--- config.mk ---
export PLATFORM = sky130hd
export DESIGN_NAME = rab_unit
export DESIGN_NICKNAME = d
export VERILOG_FILES = /design/src/rtl/rab_pkg.sv /design/src/rtl/rab_unit.sv /design/src/rtl/rab_rotator.sv
export VERILOG_INCLUDE_DIRS = /design/src /design/src/rtl
export SDC_FILE = /design/constraint.sdc
export NUM_CORES = 1
export LEC_CHECK = 0
export ABC_AREA = 1
export BUFFER_PORTS_ARGS = -buffer_cell sky130_fd_sc_hd__buf_2
export CORE_MARGIN = 2
export CORE_UTILIZATION = 50
export DETAILED_ROUTE_END_ITERATION = 10
export PLACE_DENSITY = 0.67
export SYNTH_ARGS = -nofsm -noshare
export SYNTH_HDL_FRONTEND = slang
export SYNTH_SLANG_ARGS = --single-unit
--- constraint.sdc ---
create_clock -name ref_clk_in -period 16.3 [get_ports ref_clk_in]
set_clock_uncertainty 0.05 [all_clocks]
set_input_delay 2.445 -clock ref_clk_in [delete_from_list [all_inputs] [get_ports ref_clk_in]]
set_output_delay 2.445 -clock ref_clk_in [all_outputs]
set_load 0.01 [all_outputs]
--- src/rtl/rab_map.svh ---
// register offsets, field positions, reset values and timing counts of the rotate unit
`ifndef RAB_MAP_SVH
`define RAB_MAP_SVH

// ==========================================================================
// register byte offsets
`define RAB_OFS_CTRL 8'h00
`define RAB_OFS_STATUS 8'h04
`define RAB_OFS_FLAGS 8'h08
`define RAB_OFS_FILE_BASE 8'h40
`define RAB_FILE_DEPTH 16
`define RAB_FILE_AW 4

// ==========================================================================
// control register fields
`define RAB_CTRL_GO_BIT 0
`define RAB_CTRL_OPC_LSB 8
`define RAB_CTRL_ARG_LSB 16

// ==========================================================================
// status register fields
`define RAB_STAT_BUSY_BIT 0
`define RAB_STAT_BADOP_BIT 1
`define RAB_STAT_DONE_BIT 2

// ==========================================================================
// flag register fields
`define RAB_FLAG_C 7
`define RAB_FLAG_Z 6
`define RAB_FLAG_S 5
`define RAB_FLAG_V 4
`define RAB_FLAG_D 3
`define RAB_FLAG_H 2
`define RAB_FLAG_BANK 0
`define RAB_FLAGS_RESET 8'h00

// ==========================================================================
// opcodes
`define RAB_OPC_LEFT_D 8'h90
`define RAB_OPC_LEFT_I 8'h91
`define RAB_OPC_LEFT_CY_D 8'h10
`define RAB_OPC_LEFT_CY_I 8'h11
`define RAB_OPC_RIGHT_D 8'he0
`define RAB_OPC_RIGHT_I 8'he1
`define RAB_OPC_RIGHT_CY_D 8'hc0
`define RAB_OPC_RIGHT_CY_I 8'hc1
`define RAB_OPC_BANK0 8'h4f

// ==========================================================================
// timing: every instruction here takes four core cycles
`define RAB_EXEC_CYCLES 3'h4

`endif

--- src/rtl/rab_pkg.sv ---
// types shared by the rotate unit and its rotator
`default_nettype none

package rab_pkg;
    typedef enum logic [1:0] {
        ROT_LEFT,
        ROT_LEFT_CARRY,
        ROT_RIGHT,
        ROT_RIGHT_CARRY
    } rab_rot_t;

    typedef enum logic [1:0] {
        ST_IDLE,
        ST_ADDR,
        ST_EXEC,
        ST_HOLD
    } rab_state_t;
endpackage : rab_pkg

`default_nettype wire

--- src/rtl/rab_unit.sv ---
// rotate and bank select unit with its avalon-mm register slave
// Functional notes
// - rotate left: shift up, old bit 7 into bit 0 and carry.
// - rotate left through carry: shift up, old carry into bit 0, bit 7 to carry.
// - rotate right: shift down, old bit 0 into bit 7 and carry.
// - rotate right through carry: shift down, old carry into bit 7, bit 0 to carry.
// - left rotations: carry equals the bit shifted out of bit 7.
// - right rotations: carry equals the bit shifted out of bit 0.
// - overflow set when result bit 7 differs from operand bit 7.
// - zero from result, sign is result bit 7, decimal and half-carry kept.
// - rotate right: opcodes e0 direct, e1 indirect, four cycles.
// - select bank zero: opcode 4f, four cycles, clears bank bit only.
//
// Design decisions made here: register access over Avalon-MM and the register offsets.
`include "rab_map.svh"
`default_nettype none

module rab_unit
    import rab_pkg::*;
(
    // clock and reset
    input wire logic ref_clk_in,
    input wire logic rst_in,
    // avalon-mm slave
    input wire logic [7:0] avs_address_in,
    input wire logic avs_read_in,
    input wire logic avs_write_in,
    input wire logic [31:0] avs_writedata_in,
    output logic [31:0] avs_readdata_out,
    output logic avs_waitrequest_out,
    // core side status
    output logic busy_out,
    output logic [7:0] flags_out
);
    // ======================================================================
    // bus handshake
    logic wait_r;
    logic [31:0] rdata_r;
    logic wr_take;
    logic [31:0] rdata_nxt;

    // every access takes exactly two cycles: waitrequest drops for one cycle
    always_ff @(posedge ref_clk_in or posedge rst_in) begin
        if (rst_in) begin
            wait_r <= 1'b1;
        end else if ((avs_read_in || avs_write_in) && wait_r) begin
            wait_r <= 1'b0;
        end else begin
            wait_r <= 1'b1;
        end
    end

    assign wr_take = avs_write_in && !wait_r;
    assign avs_waitrequest_out = wait_r;
    assign avs_readdata_out = rdata_r;

    // ======================================================================
    // state
    rab_state_t state_r;
    logic [2:0] cnt_r;
    logic [7:0] opc_r;
    logic [7:0] arg_r;
    logic [7:0] flags_r;
    logic busy_r;
    logic badop_r;
    logic done_r;
    logic [7:0] tgt_r;
    logic [7:0] rf_r [`RAB_FILE_DEPTH];

    assign busy_out = busy_r;
    assign flags_out = flags_r;

    // ======================================================================
    // decode
    logic dec_valid;
    logic dec_ind;
    logic dec_bank0;
    rab_rot_t dec_kind;

    // unknown codes still take four cycles but write neither the file nor the flags
    always_comb begin
        dec_valid = 1'b1;
        dec_ind = opc_r[0];
        dec_bank0 = 1'b0;
        dec_kind = ROT_LEFT;
        case (opc_r)
            `RAB_OPC_LEFT_D, `RAB_OPC_LEFT_I: dec_kind = ROT_LEFT;
            `RAB_OPC_LEFT_CY_D, `RAB_OPC_LEFT_CY_I: dec_kind = ROT_LEFT_CARRY;
            `RAB_OPC_RIGHT_D, `RAB_OPC_RIGHT_I: dec_kind = ROT_RIGHT;
            `RAB_OPC_RIGHT_CY_D, `RAB_OPC_RIGHT_CY_I: dec_kind = ROT_RIGHT_CARRY;
            `RAB_OPC_BANK0: begin
                dec_bank0 = 1'b1;
                dec_ind = 1'b0;
            end
            default: begin
                dec_valid = 1'b0;
                dec_ind = 1'b0;
            end
        endcase
    end

    // ======================================================================
    // execute strobes: write back in busy cycle two, finish in cycle four
    logic exec_wb;
    logic exec_last;

    assign exec_wb = (state_r == ST_EXEC) && dec_valid;
    assign exec_last = (state_r == ST_HOLD) && (cnt_r == `RAB_EXEC_CYCLES);

    // ======================================================================
    // rotator
    // operand read straight from the target register, no extra latch
    logic [7:0] rot_res;
    logic rot_c;
    logic rot_z;
    logic rot_s;
    logic rot_v;

    rab_rotator u_rot (
        .kind_in(dec_kind),
        .operand_in(rf_r[tgt_r[`RAB_FILE_AW-1:0]]),
        .carry_in(flags_r[`RAB_FLAG_C]),
        .result_out(rot_res),
        .carry_out(rot_c),
        .zero_out(rot_z),
        .sign_out(rot_s),
        .overflow_out(rot_v)
    );

    // ======================================================================
    // control register and start
    logic go;
    logic in_file;
    logic [`RAB_FILE_AW-1:0] file_idx;

    assign go = wr_take && (avs_address_in == `RAB_OFS_CTRL)
        && avs_writedata_in[`RAB_CTRL_GO_BIT] && !busy_r;
    // only aligned words inside the file window reach a register
    assign in_file = (avs_address_in >= `RAB_OFS_FILE_BASE)
        && (avs_address_in < (`RAB_OFS_FILE_BASE + 8'(4 * `RAB_FILE_DEPTH)))
        && (avs_address_in[1:0] == 2'h0);
    assign file_idx = avs_address_in[`RAB_FILE_AW+1:2];

    // opcode and operand byte may be rewritten only while idle
    always_ff @(posedge ref_clk_in or posedge rst_in) begin
        if (rst_in) begin
            opc_r <= 8'h00;
            arg_r <= 8'h00;
        end else if (wr_take && (avs_address_in == `RAB_OFS_CTRL) && !busy_r) begin
            opc_r <= avs_writedata_in[`RAB_CTRL_OPC_LSB +: 8];
            arg_r <= avs_writedata_in[`RAB_CTRL_ARG_LSB +: 8];
        end
    end

    // ======================================================================
    // busy: raised by an accepted go, dropped as the last cycle ends
    always_ff @(posedge ref_clk_in or posedge rst_in) begin
        if (rst_in) begin
            busy_r <= 1'b0;
        end else if (go) begin
            busy_r <= 1'b1;
        end else if (exec_last) begin
            busy_r <= 1'b0;
        end
    end

    // ======================================================================
    // execution sequencer: four cycles from go to idle
    // cnt_r numbers the busy cycles, one to four
    always_ff @(posedge ref_clk_in or posedge rst_in) begin
        if (rst_in) begin
            state_r <= ST_IDLE;
            cnt_r <= 3'h0;
        end else begin
            unique case (state_r)
                ST_IDLE: begin
                    if (go) begin
                        state_r <= ST_ADDR;
                        cnt_r <= 3'h1;
                    end
                end
                ST_ADDR: begin
                    state_r <= ST_EXEC;
                    cnt_r <= cnt_r + 3'h1;
                end
                ST_EXEC: begin
                    state_r <= ST_HOLD;
                    cnt_r <= cnt_r + 3'h1;
                end
                ST_HOLD: begin
                    if (exec_last) begin
                        state_r <= ST_IDLE;
                        cnt_r <= 3'h0;
                    end else begin
                        cnt_r <= cnt_r + 3'h1;
                    end
                end
            endcase
        end
    end

    // ======================================================================
    // target address: operand itself or the register it points at
    // pointer read one cycle ahead of the rotator that needs the target
    always_ff @(posedge ref_clk_in or posedge rst_in) begin
        if (rst_in) begin
            tgt_r <= 8'h00;
        end else if (state_r == ST_ADDR) begin
            if (dec_ind) begin
                tgt_r <= rf_r[arg_r[`RAB_FILE_AW-1:0]];
            end else begin
                tgt_r <= arg_r;
            end
        end
    end

    // ======================================================================
    // register file: only the target is written, pointer untouched
    // bus writes during a run are acked and dropped, so no port contention
    always_ff @(posedge ref_clk_in or posedge rst_in) begin
        if (rst_in) begin
            for (int i = 0; i < `RAB_FILE_DEPTH; i++) begin
                rf_r[i] <= 8'h00;
            end
        end else if (exec_wb && !dec_bank0) begin
            rf_r[tgt_r[`RAB_FILE_AW-1:0]] <= rot_res;
        end else if (wr_take && in_file && !busy_r) begin
            rf_r[file_idx] <= avs_writedata_in[7:0];
        end
    end

    // ======================================================================
    // flags
    always_ff @(posedge ref_clk_in or posedge rst_in) begin
        if (rst_in) begin
            flags_r <= `RAB_FLAGS_RESET;
        end else if (exec_wb) begin
            if (dec_bank0) begin
                flags_r[`RAB_FLAG_BANK] <= 1'b0;
            end else begin
                // decimal-adjust and half-carry hold their value
                flags_r[`RAB_FLAG_C] <= rot_c;
                flags_r[`RAB_FLAG_Z] <= rot_z;
                flags_r[`RAB_FLAG_S] <= rot_s;
                flags_r[`RAB_FLAG_V] <= rot_v;
            end
        end else if (wr_take && (avs_address_in == `RAB_OFS_FLAGS) && !busy_r) begin
            flags_r <= avs_writedata_in[7:0];
        end
    end

    // ======================================================================
    // sticky status, cleared by the next go; go cannot meet a set while busy
    always_ff @(posedge ref_clk_in or posedge rst_in) begin
        if (rst_in) begin
            badop_r <= 1'b0;
        end else if (state_r == ST_EXEC && !dec_valid) begin
            badop_r <= 1'b1;
        end else if (go) begin
            badop_r <= 1'b0;
        end
    end

    always_ff @(posedge ref_clk_in or posedge rst_in) begin
        if (rst_in) begin
            done_r <= 1'b0;
        end else if (exec_last) begin
            done_r <= 1'b1;
        end else if (go) begin
            done_r <= 1'b0;
        end
    end

    // ======================================================================
    // read data, captured as waitrequest drops
    always_comb begin
        rdata_nxt = 32'h0000_0000;
        if (avs_address_in == `RAB_OFS_CTRL) begin
            rdata_nxt[`RAB_CTRL_OPC_LSB +: 8] = opc_r;
            rdata_nxt[`RAB_CTRL_ARG_LSB +: 8] = arg_r;
        end else if (avs_address_in == `RAB_OFS_STATUS) begin
            rdata_nxt[`RAB_STAT_BUSY_BIT] = busy_r;
            rdata_nxt[`RAB_STAT_BADOP_BIT] = badop_r;
            rdata_nxt[`RAB_STAT_DONE_BIT] = done_r;
        end else if (avs_address_in == `RAB_OFS_FLAGS) begin
            rdata_nxt[7:0] = flags_r;
        end else if (in_file) begin
            rdata_nxt[7:0] = rf_r[file_idx];
        end
    end

    always_ff @(posedge ref_clk_in or posedge rst_in) begin
        if (rst_in) begin
            rdata_r <= 32'h0000_0000;
        end else if (avs_read_in && wait_r) begin
            rdata_r <= rdata_nxt;
        end
    end
endmodule : rab_unit

`default_nettype wire

--- src/rtl/rab_rotator.sv ---
// combinational one-bit rotator with flag results
`default_nettype none

module rab_rotator
    import rab_pkg::*;
(
    // operation
    input wire rab_rot_t kind_in,
    input wire logic [7:0] operand_in,
    input wire logic carry_in,
    // results
    output logic [7:0] result_out,
    output logic carry_out,
    output logic zero_out,
    output logic sign_out,
    output logic overflow_out
);
    always_comb begin
        unique case (kind_in)
            ROT_LEFT: begin
                result_out = {operand_in[6:0], operand_in[7]};
                carry_out = operand_in[7];
            end
            ROT_LEFT_CARRY: begin
                result_out = {operand_in[6:0], carry_in};
                carry_out = operand_in[7];
            end
            ROT_RIGHT: begin
                result_out = {operand_in[0], operand_in[7:1]};
                carry_out = operand_in[0];
            end
            ROT_RIGHT_CARRY: begin
                result_out = {carry_in, operand_in[7:1]};
                carry_out = operand_in[0];
            end
        endcase
        zero_out = (result_out == 8'h00);
        sign_out = result_out[7];
        overflow_out = result_out[7] ^ operand_in[7];
    end
endmodule : rab_rotator

`default_nettype wire

==> results of run 1 <==
[final timing paths]
path                                        start  endpoint  cells past startpoint
min in group asynchronous                  rst_in  rf_r[50]                      2
worst max register to register           tgt_r[0]  rf_r[82]                     13
worst min-delay path                     arg_r[5]  arg_r[5]                      2
max in group asynchronous                  rst_in  tgt_r[0]                      3
worst max-delay path            avs_address_in[1]  rf_r[21]                     13
worst min register to register           arg_r[5]  arg_r[5]                      2
[synth_stat cells, types with 2 or more instances]
master    instances
o21ai_0         177
inv_1           199
ha_1              7
nand3_4           2
o21bai_1          2
nand3_2           5
nor2_1           77
a31oi_1           3
buf_1             4
nand2_2          22
mux2_2            3
nand4_1          16
a21oi_1          56
nor2_4            9
a22oi_1          16
o22ai_1          51
clkbuf_1         29
o211ai_1         10
o221ai_1         67
dfrtp_1         188
nor3_1            5
buf_6             7
inv_2            13
nand2_1         684
buf_2            21
buf_4            22
nand3_1          52
o31ai_1           6
a21boi_0          7
o21ai_1          18
nor2_2            7
[logic make-up after synthesis]
group                      count (synthesis)  synth area share (%)
DFF                                      189                 38.30
muxes                                      3                0.2735
AOI/OAI and AO/OA                        418                 20.64
adders and majority gates                  7                0.7090
buffers and inverters                    297                 10.42
other                                      1               0.03036
and+or+nand+nor                          883                 29.62
[report_power, final]
part	internal (W)	switching, W	leakage (nW)
Clock	0.000223	0.000230	0.298
Sequential	0.000493	0.0000184	2.03
Combinational	0.0000993	0.000381	4.51
[cell usage in the layout, fill, tap and decap left out, types with 12 or more instances in the layout]
cell and n:
nand2_2 22, buf_4 12, a21oi_1 56, nand3_1 52, o221ai_1 67, o21ai_1 18, buf_2 69, inv_2 13
a22oi_1 16, nand2_1 684, o21ai_0 177, inv_1 198, nor2_1 77, nand4_1 16, clkbuf_16 17, o22ai_1 51
dfrtp_1 187
[final cells by class]
| class | count | area (sq um) |
|---|---|---|
| multi-input combinational | 1319 | 6360 |
| sequential | 189 | 4732 |
| clock buffer | 17 | 425.4 |
| clock inverter | 15 | 188.9 |
| fill | 2410 | 10970 |
| inverter | 213 | 807.0 |
| tap | 324 | 405.4 |
| timing repair buffer | 81 | 435.4 |
[flip-flops by register name, indices dropped and copies added, names as in the netlist, 2 cells and up]
signal / cells
tgt_r: 4
opc_r: 8
cnt_r: 3
state_r: 2
flags_out: 8
rf_r: 128
avs_readdata_out: 24
arg_r: 8
[worst max-delay path: cells and delay by family]
family	cells	cell delay (ps)
compound gates	1	100
buf+inv	5	1210
simple gates	7	1140
[per-stage QoR]
stage	util (%)	hold WS, ps	cell area, sq um	std cells	power (W)
after detailed placement	52.38	410.3	12740	2126	0.0009781
after global routing	54.91	448.0	13350	2158	0.001496
after floorplan	-	391.6	12380	1805	0.0008342
after CTS	54.91	431.2	13350	2158	0.001423
after global placement	52.38	404.8	12740	2126	0.0009748
final	54.91	427.9	13350	2158	0.001445
[metal layers]
metal / vias to the layer above / GRT usage [%]
met1: 6134 / 51.19
li1: 5950 / -
met5: - / 0
met4: 2 / 19.97
met3: 183 / 7.807
met2: 867 / 55.19
==> summary.txt, run 1 <==
Synthesis
  – Mean Syn Cell Area: 6.870 sq um
  – Post-synthesis instance area: 0.01235 sq mm
  – Post-synth cell types: 44
  – Commonest register cell after synthesis: dfrtp_1
  – Flops & latches, synth: 189
  – Number of enable flip-flop cells after synthesis: 0
  – Seq/Total Area, Yosys: 38.30%
  – FFs w/ async S/R, synth: 100.0%
  – Warning count from the yosys run: 0
  – Ranking of synthesized cells by area: dfrtp_1 (38%), nand2_1 (21%), o21ai_0 (7.2%)
  – Dominant cell type by area after synthesis: dfrtp_1
  – Synth top area share: 38.09%
  – Synthesized netlist cell count: 1798

Hold path
  – Hold/Removal Path Class: register to register

CTS
  – Cts hold-fix bufs: 0
  – TritonCTS buffer count: 17
  – Post-CTS Setup Repair Bufs: 0
  – CTS tree: yes
  – CTS Buffer Depth: 2
  – Cts repair resizes: 0
  – Worst-path clk slew: 80 ps
  – H-tree depth: 4
  – Clk_lat worst skew: 460 ps
  – Clock sink count: 189
  – CTS root buf: clkbuf_16

Pwr
  – Max VDD drop: 0.08030 mV
  – P_leak: 6.831 nW
  – P per Cell Area: 108.2 mW/mm^2

STA
  – RSZ-0062 raised after global routing: false
  – Count of pins over their slew limit: 0
  – Final hold viol count: 0
  – Worst slew pin tran: 1048 ps
  – Final min period: 4672 ps
  – Fmax achieved: 214.0 MHz
  – Final worst-path cycle share: 28.66%
  – Setup slack after layout: 11630 ps
  – Rel. slew slack: 30.12%
  – Final setup fails: 0
  – TNS Setup: 0 ps

Setup path
  – Arrival time at the worst endpoint: 4920 ps
  – Required time of the critical path: 16540 ps
  – Worst reg-to-reg setup slack: 12700 ps
  – Nature of the critical path endpoint: register
  – CP Class: input port to register
  – CP Max Fanout: 15
  – Critical Path Start Type: input port
  – Crit-path max cell delay: 390 ps
  – Most used cell, CP: nand2_1
  – Cell Chain, Critical Path: buf_2 > nor2_1 > nand3b_1 > inv_1 > nand2_1 > inv_1 > nand2_1 > inv_2 > nand2_2 > nand2_2 > inv_2 > nand2_1 > o221ai_1
  – Slowest stage cell, crit path: inv_2

Global route
  – Largest net degree at the start of global routing: 124
  – GRT Total Usage: 37.21%
  – First-pass GRT wire length: 73150 um
  – Vias in the first global route: 12336
  – Grt ovf: 0
  – Antenna violations before repair: 1

Routing
  – Metal3 WL: 5544 um
  – Via count: 13136
  – DRC: 0
  – Routed length on met2: 20250 um
  – DR WL/cell: 22.02 um
  – Post-DRT Antenna Nets: 0
  – Drt initial violations: 1780
  – Top Metal Used: met5
  – Vias per std cell: 6.087
  – WL met1: 18930 um
  – Wirelength, routed: 47530 um
  – TritonRoute pass-1 iters: 6

Die
  – Die area: 0.02598 sq mm
  – Core Area: 0.02432 sq mm
  – Rows: 57
  – Die H: 161.2 um
  – Initial Utilization: 50.79%
  – Die width: 161.2 um
  – # IOs: 86

Placement
  – Dpl ws: 11270 ps
  – Routability cong.: 0.9774
  – Buffers on Ports: 69
  – Detailed placer's ending HPWL: 31880 um

Flow run
  – Max_cap viols: 0

Finish
  – Share of cells above drive strength 1: 9.978%
  – Final net count: 1872
  – Diode count: 0
  – Area Overhead vs Synth: 8.114%

Outcome
  – Outcome: finished, final reports clean
Note: power is estimated with default switching activity, not from simulation.
==> run 2: changes to the inputs <==
Clock period 16.3 ns to 4.55 ns, I/O delays scaled along.
==> summary.txt, run 2 (synthesis results as in run 1) <==
Outcome
  – Outcome: finished, final reports clean

Die
  – Initial Utilization: 50.79% (unchanged)
  – Die area: 0.02598 sq mm (unchanged)
  – Die H: 161.2 um (unchanged)
  – Die width: 161.2 um (unchanged)
  – # IOs: 86 (unchanged)
  – Core Area: 0.02432 sq mm (unchanged)
  – Rows: 57 (unchanged)

Finish
  – Register Area: 0.004732 sq mm (unchanged)
  – Fillers: 2403 (-0.29%)
  – Final net count: 1878 (+0.32%)
  – Area of the multi-input gates: 0.006360 sq mm (unchanged)
  – Most frequent cells in the layout: nand2_1 (684), inv_1 (198), dfrtp_1 (187)
  – Diode count: 0 (unchanged)
  – Max FFs per register: 128 (unchanged)
  – Most common cell after layout, fill and taps aside: nand2_1
  – Register bank with the most flops: rf_r
  – Core Util, Final: 55.12% (+0.21 points)
  – Area Overhead vs Synth: 8.519%
  – Post-layout instance area: 0.01340 sq mm (+0.37%)
  – Share of cells above drive strength 1: 10.27% (+0.29 points)

CTS
  – CTS root buf: clkbuf_16
  – Clock sink count: 189 (unchanged)
  – H-tree depth: 4 (unchanged)
  – TritonCTS buffer count: 17 (unchanged)
  – Worst-path clk slew: 80 ps (about the same)
  – Cts hold-fix bufs: 0 (unchanged)
  – Clk_lat worst skew: 450 ps (about the same)
  – CTS Buffer Depth: 2 (unchanged)
  – Cts repair resizes: 0 (unchanged)
  – CTS tree: yes
  – Post-CTS Setup Repair Bufs: 0 (unchanged)

Global route
  – Vias in the first global route: 12038 (-2.4%)
  – Grt ovf: 0 (unchanged)
  – Antenna violations before repair: 1 (unchanged)
  – GRT Total Usage: 36.91% (-0.30 points)
  – Largest net degree at the start of global routing: 93 (-25%)
  – First-pass GRT wire length: 72180 um (-1.3%)

Placement
  – Detailed placer's ending HPWL: 33210 um (+4.2%)
  – Buffers on Ports: 69 (unchanged)
  – Routability cong.: 1.078 (+10%)
  – Post-DP Area: 0.01282 sq mm (+0.62%)

Routing
  – Via count: 12979 (-1.2%)
  – Post-DRT Antenna Nets: 0 (unchanged)
  – Drt initial violations: 1715 (-3.7%)
  – DRC: 0 (unchanged)
  – Wirelength, routed: 47340 um (-0.39%)
  – DR WL/cell: 21.88 um (-0.67%)
  – TritonRoute pass-1 iters: 8 (+2)
  – Vias per std cell: 5.998 (-1.5%)

Setup path
  – Slowest stage cell, crit path: inv_2
  – Reg2reg path depth: 11 (-2)
  – CP Max Fanout: 40 (+25)
  – Crit-path leading delay family: simple AND/OR/NAND/NOR gates
  – CP Buf/Inv Count: 1 (-4)
  – Critical Path Start Type: register
  – Nature of the critical path endpoint: register
  – CP Class: register to register
  – Most used cell, CP: nand2_1
  – Cell Chain, Critical Path: inv_2 > nor2_1 > o21ai_1 > nand2_1 > nand2_1 > nand2_1 > o21ai_1 > nand2_1 > o21ai_0 > nand2_1 > o21ai_0
  – CP Depth: 11 (-2)
  – Arrival time at the worst endpoint: 3570 ps (-1350 ps)
  – Required time of the critical path: 4870 ps (-11670 ps)
  – Crit-path max cell delay: 690 ps (+300 ps)

Flow run
  – Max_cap viols: 0 (unchanged)

Pwr
  – P per Cell Area: 381.9 mW/mm^2 (+250%)
  – P_leak: 6.854 nW (+0.34%)
  – Total Power: 0.005119 W (+250%)
  – Max VDD drop: 0.3279 mV (+310%)

STA
  – Final hold viol count: 0 (unchanged)
  – Rel. slew slack: 31.06% (+0.94 points)
  – Final worst-path cycle share: 71.46%
  – Final min period: 3252 ps
  – Worst slew pin tran: 1032 ps (-16.60 ps)
  – RSZ-0062 raised after global routing: false
  – Final setup fails: 0 (unchanged)
  – Fmax achieved: 307.5 MHz
  – TNS Setup: 0 ps (unchanged)
  – Count of pins over their slew limit: 0 (unchanged)

Hold path
  – Worst Hold Depth: 2 (unchanged)
  – Hold/Removal Path Class: input port to register
## run 2: metal layers
metal | GRT usage (%) | up-vias | share of wire (%)
met5 | 0 | - | 0.063
met2 | 52.44 | 763 | 42
met3 | 9.091 | 175 | 11
met1 | 50.86 | 6094 | 41
met4 | 22.32 | 2 | 6.3
li1 | - | 5945 | -
## run 2: area by class of cell
class                      count  area share [%]
multi-input combinational   1319           47.45
sequential                   189           35.30
inverter                     213           5.993
timing repair buffer          87           3.864
clock buffer                  18           3.276
tap                          324           3.024
clock inverter                14           1.092
## run 2: path summary, 6_finish.rpt
path                              from                   to  slack [ps]
hold reg to reg               arg_r[5]             arg_r[5]         420
setup / recovery              tgt_r[0]             rf_r[77]        1300
hold / removal             avs_read_in  avs_waitrequest_out         340
setup reg to reg              tgt_r[0]             rf_r[77]        1300
min in group asynchronous       rst_in             tgt_r[3]         360
max in group asynchronous       rst_in            rf_r[124]        3090
## run 2: power by group
group / leakage [nW] / switching, W / internal [W]
logic: 4.54 / 0.00137 / 0.000369
registers: 2.03 / 0.0000718 / 0.00177
clock network: 0.287 / 0.000792 / 0.000751
## run 2: through the flow
step | instances | worst slack, ps | hold WS [ps]
finish | 2164 | 1298 | 337.2
global route | 2164 | 1175 | 344.1
CTS | 2164 | 1405 | 332.5
detailed placement | 2132 | 1239 | 408.6
global placement | 2132 | 1315 | 404.7
floorplan | 1805 | 1384 | 391.6
